File: src/verilog/bit_branch_pkg.sv
/*
  Shared constants and types for the logic, bit-clear and conditional branch
  execution block: opcode patterns, instruction field positions, addressing
  constants, register map, reset values and the instruction phase encoding.
  Assumes one clock and a 16-bit instruction word from program memory.
*/
package bit_branch_pkg;

  // ==========================================================================
  // widths
  localparam int DATA_W    = 8;
  localparam int INSTR_W   = 16;
  localparam int DADDR_W   = 12;
  localparam int BSEL_W    = 4;
  localparam int PC_W      = 21;
  localparam int AVS_ADDR_W = 5;
  localparam int BUS_W     = 32;
  localparam int BYTE_W    = 8;
  localparam int BUS_BYTES = 4;

  // ==========================================================================
  // instruction fields
  localparam int I_MSB     = 15;
  localparam int OPC4_LSB  = 12;
  localparam int OPC6_LSB  = 10;
  localparam int OPC8_LSB  = 8;
  localparam int B_MSB     = 11;
  localparam int B_LSB     = 9;
  localparam int D_BIT     = 9;
  localparam int A_BIT     = 8;
  localparam int F_MSB     = 7;
  localparam int BR_OFF_W  = 9;
  localparam int PC_STEP   = 2;

  // ==========================================================================
  // opcode patterns
  localparam logic [5:0] OPC_AND_FILE          = 6'h05;
  localparam logic [3:0] OPC_FILE_BIT_CLEAR    = 4'h9;
  localparam logic [7:0] OPC_BRANCH_CARRY_SET  = 8'hE2;
  localparam logic [7:0] OPC_BRANCH_CARRY_CLR  = 8'hE3;
  localparam logic [7:0] OPC_BRANCH_NEG_SET    = 8'hE6;
  localparam logic [7:0] OPC_BRANCH_NEG_CLR    = 8'hE7;

  // ==========================================================================
  // operand addressing
  localparam logic [7:0] ILO_MAX        = 8'h5F;
  localparam logic [7:0] ACCESS_SPLIT   = 8'h60;
  localparam logic [3:0] ACCESS_LO_PAGE = 4'h0;
  localparam logic [3:0] ACCESS_HI_PAGE = 4'hF;
  localparam logic [7:0] BIT_ONE        = 8'h01;

  // ==========================================================================
  // register map (byte addresses)
  localparam logic [4:0] REG_CTRL   = 5'h00;
  localparam logic [4:0] REG_STATUS = 5'h04;
  localparam logic [4:0] REG_ACC    = 5'h08;
  localparam logic [4:0] REG_BANK   = 5'h0C;
  localparam logic [4:0] REG_PC     = 5'h10;
  localparam logic [4:0] REG_INDEX  = 5'h14;
  localparam logic [4:0] REG_INSTR  = 5'h18;

  localparam int CTRL_RUN_BIT = 0;
  localparam int CTRL_EXT_BIT = 1;
  localparam int ST_C_BIT     = 0;
  localparam int ST_Z_BIT     = 1;
  localparam int ST_N_BIT     = 2;

  // ==========================================================================
  // types and reset values
  typedef enum logic [3:0] {
    PH_Q1 = 4'h1,
    PH_Q2 = 4'h2,
    PH_Q3 = 4'h4,
    PH_Q4 = 4'h8
  } phase_type;

  typedef struct packed {
    logic n;
    logic z;
    logic c;
  } flags_type;

  typedef struct packed {
    logic [DADDR_W-1:0] addr;
    logic [DATA_W-1:0]  wdata;
    logic               we;
  } dmem_req_type;

  localparam flags_type    FLAGS_RST = 3'h0;
  localparam dmem_req_type DMEM_RST  = 21'h000000;
  localparam logic [DATA_W-1:0]  ACC_RST   = 8'h00;
  localparam logic [BSEL_W-1:0]  BANK_RST  = 4'h0;
  localparam logic [DADDR_W-1:0] INDEX_RST = 12'h000;
  localparam logic [INSTR_W-1:0] INSTR_RST = 16'h0000;

endpackage

File: src/verilog/logic_bit_branch_exec.sv
/*
  Execution block for AND of accumulator with file, file bit clear and the
  four carry/negative conditional relative branches, on a four-phase
  instruction cycle (one phase per clk_sys), with an Avalon-MM register slave.
  Assumes program memory returns the word at prog_addr by the Q1 edge and
  data memory reads combinationally and writes on the edge that ends Q4.
*/
// Our own choices: the Avalon-MM register port and the register offsets.
`timescale 1ns/1ps

// Behaviour
// [RULE1] AND of accumulator with file register updates only negative and zero flags.
// [RULE2] the result goes to the accumulator when d is 0 and back to the file when d is 1.
// [RULE3] access bit 0 selects the access bank, 1 lets the bank select register pick the bank.
// [RULE4] extended set, access bit 0 and f up to 5Fh address index base plus f.
// [RULE5] branch on carry set jumps only when carry is 1.
// [RULE6] a taken branch loads the incremented counter plus twice the signed offset.
// [RULE7] untaken branch takes one cycle, taken one writes the counter in Q4 then idles one cycle.
// [RULE8] file bit clear clears the chosen bit of the file and touches no flag.
// [RULE9] branch on negative set jumps only when negative is 1.
// [RULE10] branch on carry clear jumps only when carry is 0.
// [RULE11] branch on negative clear jumps only when negative is 0, same target math.
// [RULE12] AND and bit clear decode in Q1, read in Q2, process in Q3, write in Q4.
// [RULE13] conditional branches leave every flag unchanged.
module logic_bit_branch_exec
  import bit_branch_pkg::*;
#(
  parameter int PC_WIDTH = PC_W
) (
  input  wire logic                    clk_sys,
  input  wire logic                    resetn,
  input  wire logic [AVS_ADDR_W-1:0]   avs_address,
  input  wire logic                    avs_read,
  input  wire logic                    avs_write,
  input  wire logic [BUS_W-1:0]        avs_writedata,
  input  wire logic [BUS_BYTES-1:0]    avs_byteenable,
  output logic      [BUS_W-1:0]        avs_readdata,
  output logic                         avs_waitrequest,
  output logic      [PC_WIDTH-1:0]     prog_addr,
  input  wire logic [INSTR_W-1:0]      prog_data,
  output dmem_req_type                 dmem_req,
  input  wire logic [DATA_W-1:0]       dmem_rdata,
  output phase_type                    q_phase
);

  // ==========================================================================
  // decode functions
  function automatic logic is_and_file(input logic [INSTR_W-1:0] i);
    return i[I_MSB:OPC6_LSB] == OPC_AND_FILE;
  endfunction

  function automatic logic is_bit_clear(input logic [INSTR_W-1:0] i);
    return i[I_MSB:OPC4_LSB] == OPC_FILE_BIT_CLEAR;
  endfunction

  function automatic logic is_cond_branch(input logic [INSTR_W-1:0] i);
    logic [7:0] op;
    op = i[I_MSB:OPC8_LSB];
    return (op == OPC_BRANCH_CARRY_SET) || (op == OPC_BRANCH_CARRY_CLR) ||
           (op == OPC_BRANCH_NEG_SET) || (op == OPC_BRANCH_NEG_CLR);
  endfunction

  function automatic logic branch_taken(input logic [7:0] op, input flags_type fl);
    logic t;
    t = 1'b0;
    case (op)
      OPC_BRANCH_CARRY_SET: t = fl.c;   // RULE5
      OPC_BRANCH_CARRY_CLR: t = !fl.c;  // RULE10
      OPC_BRANCH_NEG_SET:   t = fl.n;   // RULE9
      OPC_BRANCH_NEG_CLR:   t = !fl.n;  // RULE11
      default:              t = 1'b0;
    endcase
    return t;
  endfunction

  function automatic logic [DADDR_W-1:0] operand_addr(
    input logic [INSTR_W-1:0] i,
    input logic [BSEL_W-1:0]  bank,
    input logic [DADDR_W-1:0] idx,
    input logic               ext
  );
    logic [7:0] f;
    f = i[F_MSB:0];
    if (i[A_BIT]) begin
      return {bank, f};                              // RULE3
    end else if (ext && (f <= ILO_MAX)) begin
      return idx + DADDR_W'(f);                      // RULE4
    end else if (f >= ACCESS_SPLIT) begin
      return {ACCESS_HI_PAGE, f};                    // RULE3
    end else begin
      return {ACCESS_LO_PAGE, f};
    end
  endfunction

  function automatic logic [BUS_W-1:0] be_merge(
    input logic [BUS_W-1:0]     old_w,
    input logic [BUS_W-1:0]     new_w,
    input logic [BUS_BYTES-1:0] be
  );
    logic [BUS_W-1:0] r;
    r = old_w;
    for (int k = 0; k < BUS_BYTES; k++) begin
      if (be[k]) begin
        r[k*BYTE_W +: BYTE_W] = new_w[k*BYTE_W +: BYTE_W];
      end
    end
    return r;
  endfunction

  // ==========================================================================
  // state
  phase_type           phase_reg;
  phase_type           phase_next;
  logic [INSTR_W-1:0]  ir_reg;
  logic                exec_reg;
  logic                flush_reg;
  logic [PC_WIDTH-1:0] pc_reg;
  logic [DATA_W-1:0]   acc_reg;
  logic [DATA_W-1:0]   opnd_reg;
  logic [DATA_W-1:0]   result_reg;
  flags_type           flags_reg;
  logic [BSEL_W-1:0]   bank_select_reg;
  logic [DADDR_W-1:0]  index_reg;
  logic                ctrl_run_reg;
  logic                ctrl_ext_reg;
  dmem_req_type        dmem_req_reg;
  logic                wait_reg;
  logic [BUS_W-1:0]    rdata_reg;

  // ==========================================================================
  // datapath and decode
  wire logic                q1_go      = (phase_reg == PH_Q1) && ctrl_run_reg;
  wire logic                fetch_exec = q1_go && !flush_reg;
  wire logic                at_q3      = (phase_reg == PH_Q3);
  wire logic                at_q4      = (phase_reg == PH_Q4);
  wire logic [7:0]          cur_op     = ir_reg[I_MSB:OPC8_LSB];
  wire logic                op_and     = is_and_file(ir_reg);
  wire logic                op_clr     = is_bit_clear(ir_reg);
  wire logic                op_br      = is_cond_branch(ir_reg);
  wire logic                br_take    = branch_taken(cur_op, flags_reg);
  wire logic                jump       = at_q4 && exec_reg && op_br && br_take;
  wire logic [DATA_W-1:0]   and_result = acc_reg & opnd_reg;
  wire logic [DATA_W-1:0]   clr_mask   = BIT_ONE << ir_reg[B_MSB:B_LSB];
  wire logic [DATA_W-1:0]   clr_result = opnd_reg & ~clr_mask;
  wire logic [DATA_W-1:0]   alu_result = op_and ? and_result : clr_result;
  wire logic                file_write = exec_reg && ((op_and && ir_reg[D_BIT]) || op_clr);
  wire logic                acc_write  = exec_reg && op_and && !ir_reg[D_BIT];
  wire logic [PC_WIDTH-1:0] br_offset  = {{(PC_WIDTH-BR_OFF_W){ir_reg[F_MSB]}},
                                          ir_reg[F_MSB:0], 1'b0};
  wire logic [PC_WIDTH-1:0] br_target  = pc_reg + br_offset;
  wire logic [PC_WIDTH-1:0] pc_inc     = pc_reg + PC_WIDTH'(PC_STEP);
  wire logic [DADDR_W-1:0]  fetch_addr = operand_addr(prog_data, bank_select_reg,
                                                      index_reg, ctrl_ext_reg);

  // ==========================================================================
  // register bus decode
  wire logic               bus_req  = avs_read || avs_write;
  wire logic               sw_wr    = avs_write && !wait_reg;
  wire logic               sw_idle  = !ctrl_run_reg && (phase_reg == PH_Q1);
  wire logic               wr_core  = sw_wr && sw_idle;
  wire logic               wr_ctrl  = sw_wr && (avs_address == REG_CTRL);
  wire logic               wr_stat  = wr_core && (avs_address == REG_STATUS);
  wire logic               wr_acc   = wr_core && (avs_address == REG_ACC);
  wire logic               wr_bank  = wr_core && (avs_address == REG_BANK);
  wire logic               wr_pc    = wr_core && (avs_address == REG_PC);
  wire logic               wr_index = wr_core && (avs_address == REG_INDEX);
  wire logic [BUS_W-1:0]   ctrl_word = (BUS_W'(ctrl_run_reg) << CTRL_RUN_BIT) |
                                       (BUS_W'(ctrl_ext_reg) << CTRL_EXT_BIT);
  wire logic [BUS_W-1:0]   stat_word = (BUS_W'(flags_reg.c) << ST_C_BIT) |
                                       (BUS_W'(flags_reg.z) << ST_Z_BIT) |
                                       (BUS_W'(flags_reg.n) << ST_N_BIT);
  wire logic [BUS_W-1:0]   rd_mux =
    (avs_address == REG_CTRL)   ? ctrl_word :
    (avs_address == REG_STATUS) ? stat_word :
    (avs_address == REG_ACC)    ? BUS_W'(acc_reg) :
    (avs_address == REG_BANK)   ? BUS_W'(bank_select_reg) :
    (avs_address == REG_PC)     ? BUS_W'(pc_reg) :
    (avs_address == REG_INDEX)  ? BUS_W'(index_reg) :
    (avs_address == REG_INSTR)  ? BUS_W'(ir_reg) : 32'h0000_0000;
  wire logic [BUS_W-1:0]   wr_word = be_merge(rd_mux, avs_writedata, avs_byteenable);

  // ==========================================================================
  // phase sequencer
  always_comb begin
    case (phase_reg)
      PH_Q1:   phase_next = ctrl_run_reg ? PH_Q2 : PH_Q1;
      PH_Q2:   phase_next = PH_Q3;
      PH_Q3:   phase_next = PH_Q4;
      PH_Q4:   phase_next = PH_Q1;
      default: phase_next = PH_Q1;
    endcase
  end

  always_ff @(posedge clk_sys or negedge resetn) begin
    if (!resetn) begin
      phase_reg <= PH_Q1;
    end else begin
      phase_reg <= phase_next;
    end
  end

  // ==========================================================================
  // fetch, decode and branch flush
  always_ff @(posedge clk_sys or negedge resetn) begin
    if (!resetn) begin
      ir_reg    <= INSTR_RST;
      exec_reg  <= 1'b0;
      flush_reg <= 1'b0;
    end else if (q1_go) begin
      if (!flush_reg) begin
        ir_reg <= prog_data;                               // RULE12
      end
      exec_reg  <= fetch_exec;                             // RULE7
      flush_reg <= 1'b0;
    end else if (jump) begin
      flush_reg <= 1'b1;                                   // RULE7
    end
  end

  always_ff @(posedge clk_sys or negedge resetn) begin
    if (!resetn) begin
      pc_reg <= '0;
    end else if (fetch_exec) begin
      pc_reg <= pc_inc;
    end else if (jump) begin
      pc_reg <= br_target;                                 // RULE6
    end else if (wr_pc) begin
      pc_reg <= wr_word[PC_WIDTH-1:0];
    end
  end

  // ==========================================================================
  // operand read, process and data memory write
  always_ff @(posedge clk_sys or negedge resetn) begin
    if (!resetn) begin
      opnd_reg   <= ACC_RST;
      result_reg <= ACC_RST;
    end else begin
      if (phase_reg == PH_Q2) begin
        opnd_reg <= dmem_rdata;                            // RULE12
      end
      if (at_q3) begin
        result_reg <= alu_result;                          // RULE1
      end
    end
  end

  always_ff @(posedge clk_sys or negedge resetn) begin
    if (!resetn) begin
      dmem_req_reg <= DMEM_RST;
    end else if (fetch_exec) begin
      dmem_req_reg.addr <= fetch_addr;                     // RULE3
    end else if (at_q3) begin
      dmem_req_reg.we    <= file_write;                    // RULE2
      dmem_req_reg.wdata <= alu_result;                    // RULE8
    end else if (at_q4) begin
      dmem_req_reg.we <= 1'b0;
    end
  end

  // ==========================================================================
  // accumulator and flags
  always_ff @(posedge clk_sys or negedge resetn) begin
    if (!resetn) begin
      acc_reg <= ACC_RST;
    end else if (at_q4 && acc_write) begin
      acc_reg <= result_reg;                               // RULE2
    end else if (wr_acc) begin
      acc_reg <= wr_word[DATA_W-1:0];
    end
  end

  always_ff @(posedge clk_sys or negedge resetn) begin
    if (!resetn) begin
      flags_reg <= FLAGS_RST;
    end else if (at_q4 && exec_reg && op_and) begin      // RULE13
      flags_reg.n <= result_reg[DATA_W-1];                 // RULE1
      flags_reg.z <= (result_reg == ACC_RST);              // RULE1
    end else if (wr_stat) begin
      flags_reg.n <= wr_word[ST_N_BIT];
      flags_reg.z <= wr_word[ST_Z_BIT];
      flags_reg.c <= wr_word[ST_C_BIT];
    end
  end

  // ==========================================================================
  // software registers and Avalon slave
  always_ff @(posedge clk_sys or negedge resetn) begin
    if (!resetn) begin
      bank_select_reg <= BANK_RST;
      index_reg       <= INDEX_RST;
      ctrl_run_reg    <= 1'b0;
      ctrl_ext_reg    <= 1'b0;
    end else begin
      if (wr_bank) begin
        bank_select_reg <= wr_word[BSEL_W-1:0];
      end
      if (wr_index) begin
        index_reg <= wr_word[DADDR_W-1:0];
      end
      if (wr_ctrl) begin
        ctrl_run_reg <= wr_word[CTRL_RUN_BIT];
        ctrl_ext_reg <= wr_word[CTRL_EXT_BIT];
      end
    end
  end

  always_ff @(posedge clk_sys or negedge resetn) begin
    if (!resetn) begin
      wait_reg  <= 1'b1;
      rdata_reg <= 32'h0000_0000;
    end else begin
      wait_reg <= !(bus_req && wait_reg);
      if (avs_read && wait_reg) begin
        rdata_reg <= rd_mux;
      end
    end
  end

  assign avs_readdata    = rdata_reg;
  assign avs_waitrequest = wait_reg;
  assign prog_addr       = pc_reg;
  assign dmem_req        = dmem_req_reg;
  assign q_phase         = phase_reg;
endmodule
File: config.mk
export PLATFORM = sky130hd
export DESIGN_NAME = logic_bit_branch_exec
export DESIGN_NICKNAME = d
export VERILOG_FILES = /design/src/verilog/bit_branch_pkg.sv /design/src/verilog/logic_bit_branch_exec.sv
export SDC_FILE = /design/constraint.sdc
export NUM_CORES = 1
export LEC_CHECK = 0
export BUFFER_PORTS_ARGS = -buffer_cell sky130_fd_sc_hd__buf_2
export CORE_AREA = 4 4 127 129
export DETAILED_ROUTE_END_ITERATION = 10
export DIE_AREA = 0 0 131 133
export PLACE_DENSITY = 0.78
export SLEW_MARGIN = 20
export SYNTH_ARGS = -nofsm -noshare
export SYNTH_HDL_FRONTEND = slang
export SYNTH_SLANG_ARGS = --single-unit
File: constraint.sdc
create_clock -name clk_sys -period 7 [get_ports clk_sys]
set_input_delay 1.05 -clock clk_sys [delete_from_list [all_inputs] [get_ports clk_sys]]
set_output_delay 1.05 -clock clk_sys [all_outputs]
set_load 0.02 [all_outputs]
==> impl_metrics.tcl, run 1 <==
set metrics [dict create \
    run_status "finished clean" \
    leakage_nw 4.59 \
    netlist_area_um2 8140 \
    synth_edf_count 0 \
    clock_path_buffers 2 \
    totalNegativeSetupSlack_ps 0 \
    route.vias.total 7629 \
    grt_antenna_before_repair 0 \
    min_period_ps 3340 \
    worst_path_max_delay_cell "sky130_fd_sc_hd__nand3_1" \
    finalMaxSlewViolations 0 \
    max_slew_margin 0.302 \
    final_area_um2 9480 \
    crit_start "avs_address[2]" \
    power_per_cell_area_nw_per_um2 365 \
    p_switching_mw 1.40 \
    fin_nets 1122 \
    critical_path_arrival_ps 3640 \
    detail_route.wl_per_cell_um 19.9 \
    critical_path.cell_chain "buf_2 -> nor3b_1 -> and2_1 -> nand2_1 -> nand3_1 -> o21ai_1 -> a21oi_1 -> nand3b_1" \
    cts-buffers-inserted 17 \
    die_area_um2 17400 \
    ranking_of_synthesized_cells_by_area "sky130_fd_sc_hd__dfrtp_1 40%, sky130_fd_sc_hd__nand2_1 7.0%, sky130_fd_sc_hd__ha_1 4.3%, sky130_fd_sc_hd__o21ai_0 4.2%, sky130_fd_sc_hd__mux2_2 3.6%" \
    setup_violations 0 \
    vdd_drop_max_v 0.000227 \
    comb_power_share 0.385 \
    startpoint_of_the_most_critical_hold_path "dmem_req[5]" \
    maxCapViolCount 0 \
    synthesis.instances 918 \
    timing.critical_path.to_type "flip-flop" \
    worst_slew_pin_slew_ps 1040 \
    dpl_worst_slack_ps 3340 \
    fmax_mhz 299 \
    critPathMaxFanout 21 \
    post-synth-top-count-cell "sky130_fd_sc_hd__nand2_1" \
    drt-pass1-iter-count 5 \
    total_power_mw 3.46 \
    finalClockSkew_ps 10.4 \
    critical-path-max-stage-delay_ps 570 \
    final_core_utilization 0.630 \
    detailedRoute.firstIterationViolations 810 \
    drive_above_1_share 0.199 \
    placed_cell_area_um2 8820 \
    post_synth_most_frequent_cells "152 x sky130_fd_sc_hd__nand2_1, 129 x sky130_fd_sc_hd__dfrtp_1, 69 x sky130_fd_sc_hd__o21ai_0, 58 x sky130_fd_sc_hd__a21oi_1, 54 x sky130_fd_sc_hd__nor2_1" \
    routed_wirelength_mm 24.3 \
    post_synth.cell_area_avg_um2 8.87 \
    power.share.switching 0.403 \
    rsz_0062_raised_after_global_routing "false" \
    worstReg2RegStart "ir_reg[13]" \
    cts.reportedPaths.clkPinSlew_ps 60 \
    finalHoldViolCount 0 \
    worst_hold_path_type "flip-flop to flip-flop" \
    synth-async-reset-ratio 1.00 \
    ys_warn_count 0 \
    power_frac_seq 0.338 \
    clk_root_buffer_cell "sky130_fd_sc_hd__clkbuf_16" \
    grt_overflow_total 0 \
    layout_area_overhead_pct 16.4 \
    post-route-worst-setup-slack_ps 3660 \
    first_pass_grt_wire_length_mm 38.3 \
    global_route.usage.total 0.281 \
    synth-seq-cells 131 \
    ys_dominant_reg_cell "sky130_fd_sc_hd__dfrtp_1" \
    clock_tree.htree_level_count 4 \
    floorplan.die.height_um 133 \
    grt_start_max_net_pins 82 \
    layout.area.seq_um2 3280 \
    share_of_the_yosys_chip_area_belonging_to_registers 0.403 \
    power_report.internal_total_mw 2.06 \
    place.detailed.hpwl_mm 17.4 \
    count_of_inserted_antenna_diode_cells 0 \
    cts.sink_count 131 \
    boundaryPins 148 \
    tritoncts_clock_tree "done" \
    worstSetupStartpointType "primary input" \
    cts_hold_buf 0 \
    p_clk_frac 0.277 \
    row_cnt 45 \
    floorplan.initialDensity 0.542 \
    final.period_utilization 0.477 \
    core_area_um2 15000 \
    cts_setup_buffers 0 \
    grt_pass1_vias 7198 \
    multiInputGateArea_um2 4550 \
    synth_top_area_cell "sky130_fd_sc_hd__dfrtp_1" \
    worst-setup-path-type "primary input to flip-flop" \
    cp.required_ps 7310 \
    route.detailed.drc 0 \
    ant_nets 0 \
    gpl.final_weighted_congestion 0.940 \
    avgViaCountPerCell 6.23 \
    synth.top_cell.area_share 0.396 \
    number_of_cells_upsized_or_downsized_after_cts 0 \
    portBuffers 124 \
    insertion_delay_ps 430 \
    x_dimension_of_the_die_um 131 \
    num-fill-cells 1264 \
    synthDistinctLibCells 74 \
]
power groups by stage:
stage | sequential, mW | combinational [mW] | clock, mW
4_1_cts | 1.16 | 1.32 | 0.966
5_1_grt | 1.19 | 1.49 | 1.00
3_3_place_gp | 1.16 | 1.28 | 0
2_1_floorplan | 1.17 | 0.919 | 0
3_5_place_dp | 1.17 | 1.31 | 0
6_report | 1.17 | 1.33 | 0.959
cell families after synthesis:
kind of cell,Yosys count,share of synthesized area
other cells,1,0.000461
flops,131,0.403
xor+xnor,24,0.0258
fa+ha+maj,30,0.0479
simple gates,335,0.194
compound gates,265,0.209
mux,56,0.0759
buf+inv,76,0.0435
metrics by stage:
step,hold slack (ps),cells
after floorplan,456,928
after global placement,458,1191
after detailed placement,461,1191
after CTS,474,1223
after global routing,493,1224
final,474,1224
per-layer routing:
layer	vias up	track usage	routed length, um
met5	-	0	0
met4	0	0.0920	539
met3	52	0.0706	2170
met2	400	0.435	11500
met1	3640	0.384	10100
li1	3537	-	-
cell type report:
cell class	instances	area share
clock inverters	11	0.0186
inverters	21	0.00832
flip-flops and latches	131	0.346
repair buffers	131	0.0730
multi-input cells	721	0.481
clock buffers	21	0.0486
well taps	188	0.0248
path summary, 6_finish.rpt:
| path | cells past startpoint | endpoint | slack [ps] |
|---|---|---|---|
| setup / recovery | 8 | prog_addr[17] | 3660 |
| max in group asynchronous | 3 | opnd_reg[5] | 5280 |
| min in group asynchronous | 1 | prog_addr[17] | 570 |
| setup reg to reg | 6 | acc_reg[2] | 4100 |
| hold / removal | 1 | dmem_req[5] | 470 |
| hold reg to reg | 1 | dmem_req[5] | 470 |
cells in the final DEF, fill, tap and decap left out, types with 7 or more instances in the layout:
cell type                   count
sky130_fd_sc_hd__nand2_1      152
sky130_fd_sc_hd__dfrtp_1      129
sky130_fd_sc_hd__buf_2        123
sky130_fd_sc_hd__o21ai_0       69
sky130_fd_sc_hd__a21oi_1       58
sky130_fd_sc_hd__nor2_1        53
sky130_fd_sc_hd__nor3_1        32
sky130_fd_sc_hd__mux2i_1       28
sky130_fd_sc_hd__ha_1          28
sky130_fd_sc_hd__mux2_2        26
sky130_fd_sc_hd__a21o_1        22
sky130_fd_sc_hd__inv_1         19
sky130_fd_sc_hd__nand3_1       18
sky130_fd_sc_hd__clkbuf_16     17
sky130_fd_sc_hd__o21ai_1       15
sky130_fd_sc_hd__nor2b_1       13
sky130_fd_sc_hd__a211oi_1      13
sky130_fd_sc_hd__xnor2_1       12
sky130_fd_sc_hd__xor2_1        12
sky130_fd_sc_hd__a22oi_1       12
sky130_fd_sc_hd__nor4_1        12
sky130_fd_sc_hd__conb_1        11
sky130_fd_sc_hd__and3_1         9
sky130_fd_sc_hd__and2_1         8
sky130_fd_sc_hd__o22ai_1        8
sky130_fd_sc_hd__nand4_1        7
critical path: cells and delay by family:
kind	cells	cell delay (ps)
and+or+nand+nor	5	1910
buffers and inverters	1	280
AOI/OAI and AO/OA	2	400
(Power assumes the default switching activity.)
==> inputs of run 2 (changes only) <==
- CORE_AREA: 4 4 127 129 -> 4 4 132 134
- DIE_AREA: 0 0 131 133 -> 0 0 136 138
- PLACE_DENSITY: 0.78 -> 0.76
- clock period: 7 -> 2.9 ns (I/O delays scaled with it)
==> impl_metrics.tcl, run 2 (synthesized netlist as in run 1, its figures left out) <==
set metrics [dict create \
    run_status "finished clean" \
    gpl.final_weighted_congestion 0.904 \
    grt_start_max_net_pins 74 \
    mostFrequentLayoutCell "sky130_fd_sc_hd__nand2_1" \
    cts.reportedPaths.clkPinSlew_ps 60 \
    layout_area_overhead_pct 18.7 \
    clock_path_buffers 2 \
    finalClockSkew_ps 8.77 \
    finalMaxSlewViolations 0 \
    worst_path_max_delay_cell "sky130_fd_sc_hd__fa_1" \
    cts.sink_count 131 \
    min_period_ps 2590 \
    place.detailed.hpwl_mm 18.0 \
    number_of_cells_upsized_or_downsized_after_cts 0 \
    final_cell_mix "152 x sky130_fd_sc_hd__nand2_1, 129 x sky130_fd_sc_hd__dfrtp_1, 123 x sky130_fd_sc_hd__buf_2" \
    vdd_drop_max_v 0.000513 \
    global_route.usage.total 0.255 \
    portBuffers 124 \
    floorplan.die.height_um 138 \
    rsz_0062_raised_after_global_routing "false" \
    insertion_delay_ps 420 \
    max_slew_margin 0.478 \
    final_core_utilization 0.594 \
    drt-pass1-iter-count 5 \
    core_area_um2 16300 \
    route.detailed.drc 0 \
    reg2regPathDepth 10 \
    cp.depth 10 \
    critPathMaxFanout 4 \
    boundaryPins 148 \
    layout.area.seq_um2 3280 \
    worst-setup-path-type "flip-flop to flip-flop" \
    leakage_nw 4.69 \
    critical-path-max-stage-delay_ps 400 \
    detail_route.wl_per_cell_um 18.8 \
    num-fill-cells 1442 \
    clock_tree.htree_level_count 4 \
    worstSetupStartpointType "flip-flop" \
    power_per_cell_area_nw_per_um2 868 \
    cts_hold_buf 0 \
    worst_hold_path_type "primary input to asynchronous set/reset pin" \
    floorplan.initialDensity 0.500 \
    finalHoldViolCount 0 \
    maxCapViolCount 0 \
    fin_nets 1146 \
    row_cnt 47 \
    cp.required_ps 3250 \
    worst_slew_pin_slew_ps 781 \
    count_of_inserted_antenna_diode_cells 0 \
    path_delay_family "compound AO/OA/AOI/OAI gates" \
    multiInputGateArea_um2 4560 \
    critical_path.cell_chain "ha_1 -> inv_1 -> fa_1 -> nor2b_1 -> o31a_1 -> o21ai_1 -> a21oi_1 -> o21ai_0 -> mux2_2 -> a21oi_1" \
    first_pass_grt_wire_length_mm 38.1 \
    avgViaCountPerCell 6.03 \
    ant_nets 0 \
    routed_wirelength_mm 24.1 \
    x_dimension_of_the_die_um 136 \
    final.period_utilization 0.892 \
    cts-buffers-inserted 17 \
    timing.critical_path.to_type "flip-flop" \
    totalNegativeSetupSlack_ps 0 \
    grt_overflow_total 0 \
    grt_pass1_vias 7231 \
    setup_violations 0 \
    drive_above_1_share 0.218 \
    cts_setup_buffers 0 \
    path_common_cell "sky130_fd_sc_hd__a21oi_1" \
    detailedRoute.firstIterationViolations 720 \
    tritoncts_clock_tree "done" \
    clk_root_buffer_cell "sky130_fd_sc_hd__clkbuf_16" \
    grt_antenna_before_repair 0 \
    route.vias.total 7718 \
    die_area_um2 18800 \
    fmax_mhz 387 \
    critical_path.n_buffers_inverters 1 \
    critical_path_arrival_ps 2940 \
]
[run 2: area by class of cell]
type / count / share of cell area
Clock buffer: 18 / 0.0444
Clock inverter: 14 / 0.0195
Inverter: 21 / 0.00815
Multi-Input combinational cell: 721 / 0.471
Sequential cell: 131 / 0.339
Tap cell: 220 / 0.0285
Timing Repair Buffer: 155 / 0.0889
[run 2: through the flow]
step	setup WS, ps	hold WS, ps	std cells	cell area (um^2)	power (mW)
after floorplan	386	139	928	8180	5.04
after detailed placement	360	460	1248	9050	6.11
after global placement	353	457	1248	9050	6.02
final	314	25.0	1280	9670	8.39
after global routing	69.0	74.2	1280	9670	8.92
after CTS	311	50.7	1280	9670	8.38
[run 2: worst paths after layout]
path	slack (ps)	end	from
worst max-delay path	310	prog_addr[15]	ir_reg[0]
worst min-delay path	30	ir_reg[14]	resetn
worst max register to register	310	prog_addr[15]	ir_reg[0]
worst min register to register	470	dmem_req[3]	dmem_req[3]
max in group asynchronous	2050	index_reg[9]	resetn
min in group clk_sys	190	avs_waitrequest	avs_read
[run 2: power by group]
| group | total, mW | leakage [nW] | internal, mW | switching, mW |
|---|---|---|---|---|
| Combinational | 3.46 | 2.69 | 1.38 | 2.09 |
| Sequential | 2.68 | 1.71 | 2.21 | 0.474 |
| Clock | 2.25 | 0.296 | 1.43 | 0.817 |
| Total | 8.39 | 4.69 | 5.02 | 3.38 |
[run 2: per-layer routing]
layer  wire [um]  GRT usage  vias to the layer above
met5           0          0                        -
met4         759     0.0907                        0
met3        2130     0.0669                       61
met2       11200      0.393                      363
met1        9990      0.349                     3717
li1            -          -                     3577
==> inputs of run 3 (changes only) <==
- RECOVER_POWER: default -> 25
==> impl_metrics.tcl, run 3 (synthesized netlist as in run 1, its figures left out) <==
set metrics [dict create \
    ff_to_ff_end "prog_addr[15]" \
    final.period_utilization 0.889 \
    first_pass_grt_wire_length_mm 38.1 \
    route.vias.total 7699 \
    place.detailed.hpwl_mm 18.0 \
    critPathMaxFanout 4 \
    row_cnt 47 \
    clock_path_buffers 2 \
    worst_slew_pin_slew_ps 1850 \
    total_power_mw 8.40 \
    detailedRoute.firstIterationViolations 692 \
    worst-setup-path-type "flip-flop to flip-flop" \
    drt-pass1-iter-count 5 \
    worstSetupStartpointType "flip-flop" \
    x_dimension_of_the_die_um 136 \
    routed_wirelength_mm 24.2 \
    layout_area_overhead_pct 18.6 \
    final_cell_mix "152 x sky130_fd_sc_hd__nand2_1, 129 x sky130_fd_sc_hd__dfrtp_1, 123 x sky130_fd_sc_hd__buf_2" \
    maxCapViolCount 1 \
    count_of_inserted_antenna_diode_cells 0 \
    grt_start_max_net_pins 74 \
    multiInputGateArea_um2 4560 \
    drive_above_1_share 0.217 \
    tritoncts_clock_tree "done" \
    clock_tree.htree_level_count 4 \
    cts.reportedPaths.clkPinSlew_ps 60 \
    worstReg2RegStart "ir_reg[0]" \
    cts_setup_buffers 0 \
    cts-buffers-inserted 17 \
    max_slew_margin -0.236 \
    holdWs_ps 187 \
    worst_hold_path_type "primary input to flip-flop" \
    ant_nets 0 \
    vdd_drop_max_v 0.000513 \
    startpoint_of_the_most_critical_hold_path "avs_read" \
    cts.sink_count 131 \
    gpl.final_weighted_congestion 0.904 \
    fin_nets 1146 \
    min_period_ps 2580 \
    fmax_mhz 388 \
    cp.required_ps 3250 \
    portBuffers 124 \
    placed_cell_area_um2 9050 \
    core_area_um2 16300 \
    floorplan.initialDensity 0.500 \
    cts_hold_buf 0 \
    number_of_cells_upsized_or_downsized_after_cts 0 \
    hold_ep "avs_waitrequest" \
    rsz_0062_raised_after_global_routing "false" \
    power_per_cell_area_nw_per_um2 870 \
    timing.hold.worst_path_depth 2 \
    setup_violations 0 \
    die_area_um2 18800 \
    grt_antenna_before_repair 0 \
    reg2regPathDepth 10 \
    detail_route.wl_per_cell_um 18.9 \
    totalNegativeSetupSlack_ps 0 \
    clk_root_buffer_cell "sky130_fd_sc_hd__clkbuf_16" \
    floorplan.die.height_um 138 \
    grt_pass1_vias 7231 \
    global_route.usage.total 0.255 \
    avgViaCountPerCell 6.01 \
    layout.area.seq_um2 3280 \
    boundaryPins 148 \
    insertion_delay_ps 430 \
    route.detailed.drc 0 \
    finalHoldViolCount 0 \
    finalClockSkew_ps 9.91 \
    violations_in_the_final_reports "max-capacitance violations, max-slew violations" \
    critical_path_arrival_ps 2930 \
    timing.critical_path.to_type "flip-flop" \
    grt_overflow_total 0 \
    leakage_nw 4.69 \
    finalMaxSlewViolations 74 \
    final_area_um2 9660 \
    r2r_setup_slack_ps 320 \
    num-fill-cells 1445 \
    run_status "finished with violations" \
    mostFrequentLayoutCell "sky130_fd_sc_hd__nand2_1" \
]
[run 3: cell count changes in the layout (fill, tap and decap cells not counted)]
cell | before | now
sky130_fd_sc_hd__buf_6 | 1 | 0
sky130_fd_sc_hd__buf_4 | 31 | 30
sky130_fd_sc_hd__dfstp_1 | 0 | 1
sky130_fd_sc_hd__clkbuf_2 | 0 | 2
sky130_fd_sc_hd__dfstp_2 | 2 | 1
[run 3: per-layer routing]
metal  up-vias  share of wire  track usage
met1      3683           0.41        0.349
li1       3569              -            -
met5         -              0            0
met3        68          0.091       0.0669
met2       379           0.47        0.393
met4         0          0.031       0.0907
[run 3: cell type report]
| class | instances | share of cell area |
|---|---|---|
| multi-input cells | 721 | 0.472 |
| flip-flops and latches | 131 | 0.340 |
| repair buffers | 155 | 0.0881 |
| clock buffers | 18 | 0.0444 |
| well taps | 220 | 0.0285 |
| clock inverters | 14 | 0.0196 |
| inverters | 21 | 0.00816 |
[run 3: worst max-delay path by stage]
stage | startpoint | to | slack (ps) | cells past startpoint
finish | ir_reg[0] | prog_addr[15] | 320 | 10
global route | ir_reg[0] | prog_addr[11] | 70 | 10
CTS | ir_reg[0] | prog_addr[13] | 310 | 10
detailed placement | ir_reg[0] | prog_addr[13] | 360 | 10
global placement | ir_reg[0] | prog_addr[13] | 350 | 10
floorplan | prog_addr[1] | prog_addr[11] | 390 | 10
[run 3: power breakdown]
group | leakage, nW | switching (mW) | internal [mW]
sequential | 1.71 | 0.475 | 2.21
combinational | 2.68 | 2.09 | 1.38
clock | 0.296 | 0.823 | 1.43
[run 3: stage by stage]
stage                     setup WS (ps)  instances  utilization
after global placement              353       1248        0.555
after detailed placement            360       1248        0.555
after CTS                           311       1280        0.593
after global routing               69.0       1280        0.593
final                               322       1280        0.593
after floorplan                     386        928            -
[run 3: worst max-delay path, cell delays in order (launching register included)]
cell                      delay, ps
sky130_fd_sc_hd__dfrtp_1        370
sky130_fd_sc_hd__ha_1           210
sky130_fd_sc_hd__inv_1           60
sky130_fd_sc_hd__fa_1           400
sky130_fd_sc_hd__nor2b_1        210
sky130_fd_sc_hd__o31a_1         170
sky130_fd_sc_hd__o21ai_1         80
sky130_fd_sc_hd__a21oi_1        320
sky130_fd_sc_hd__o21ai_0        230
sky130_fd_sc_hd__mux2_2         320
sky130_fd_sc_hd__a21oi_1        130
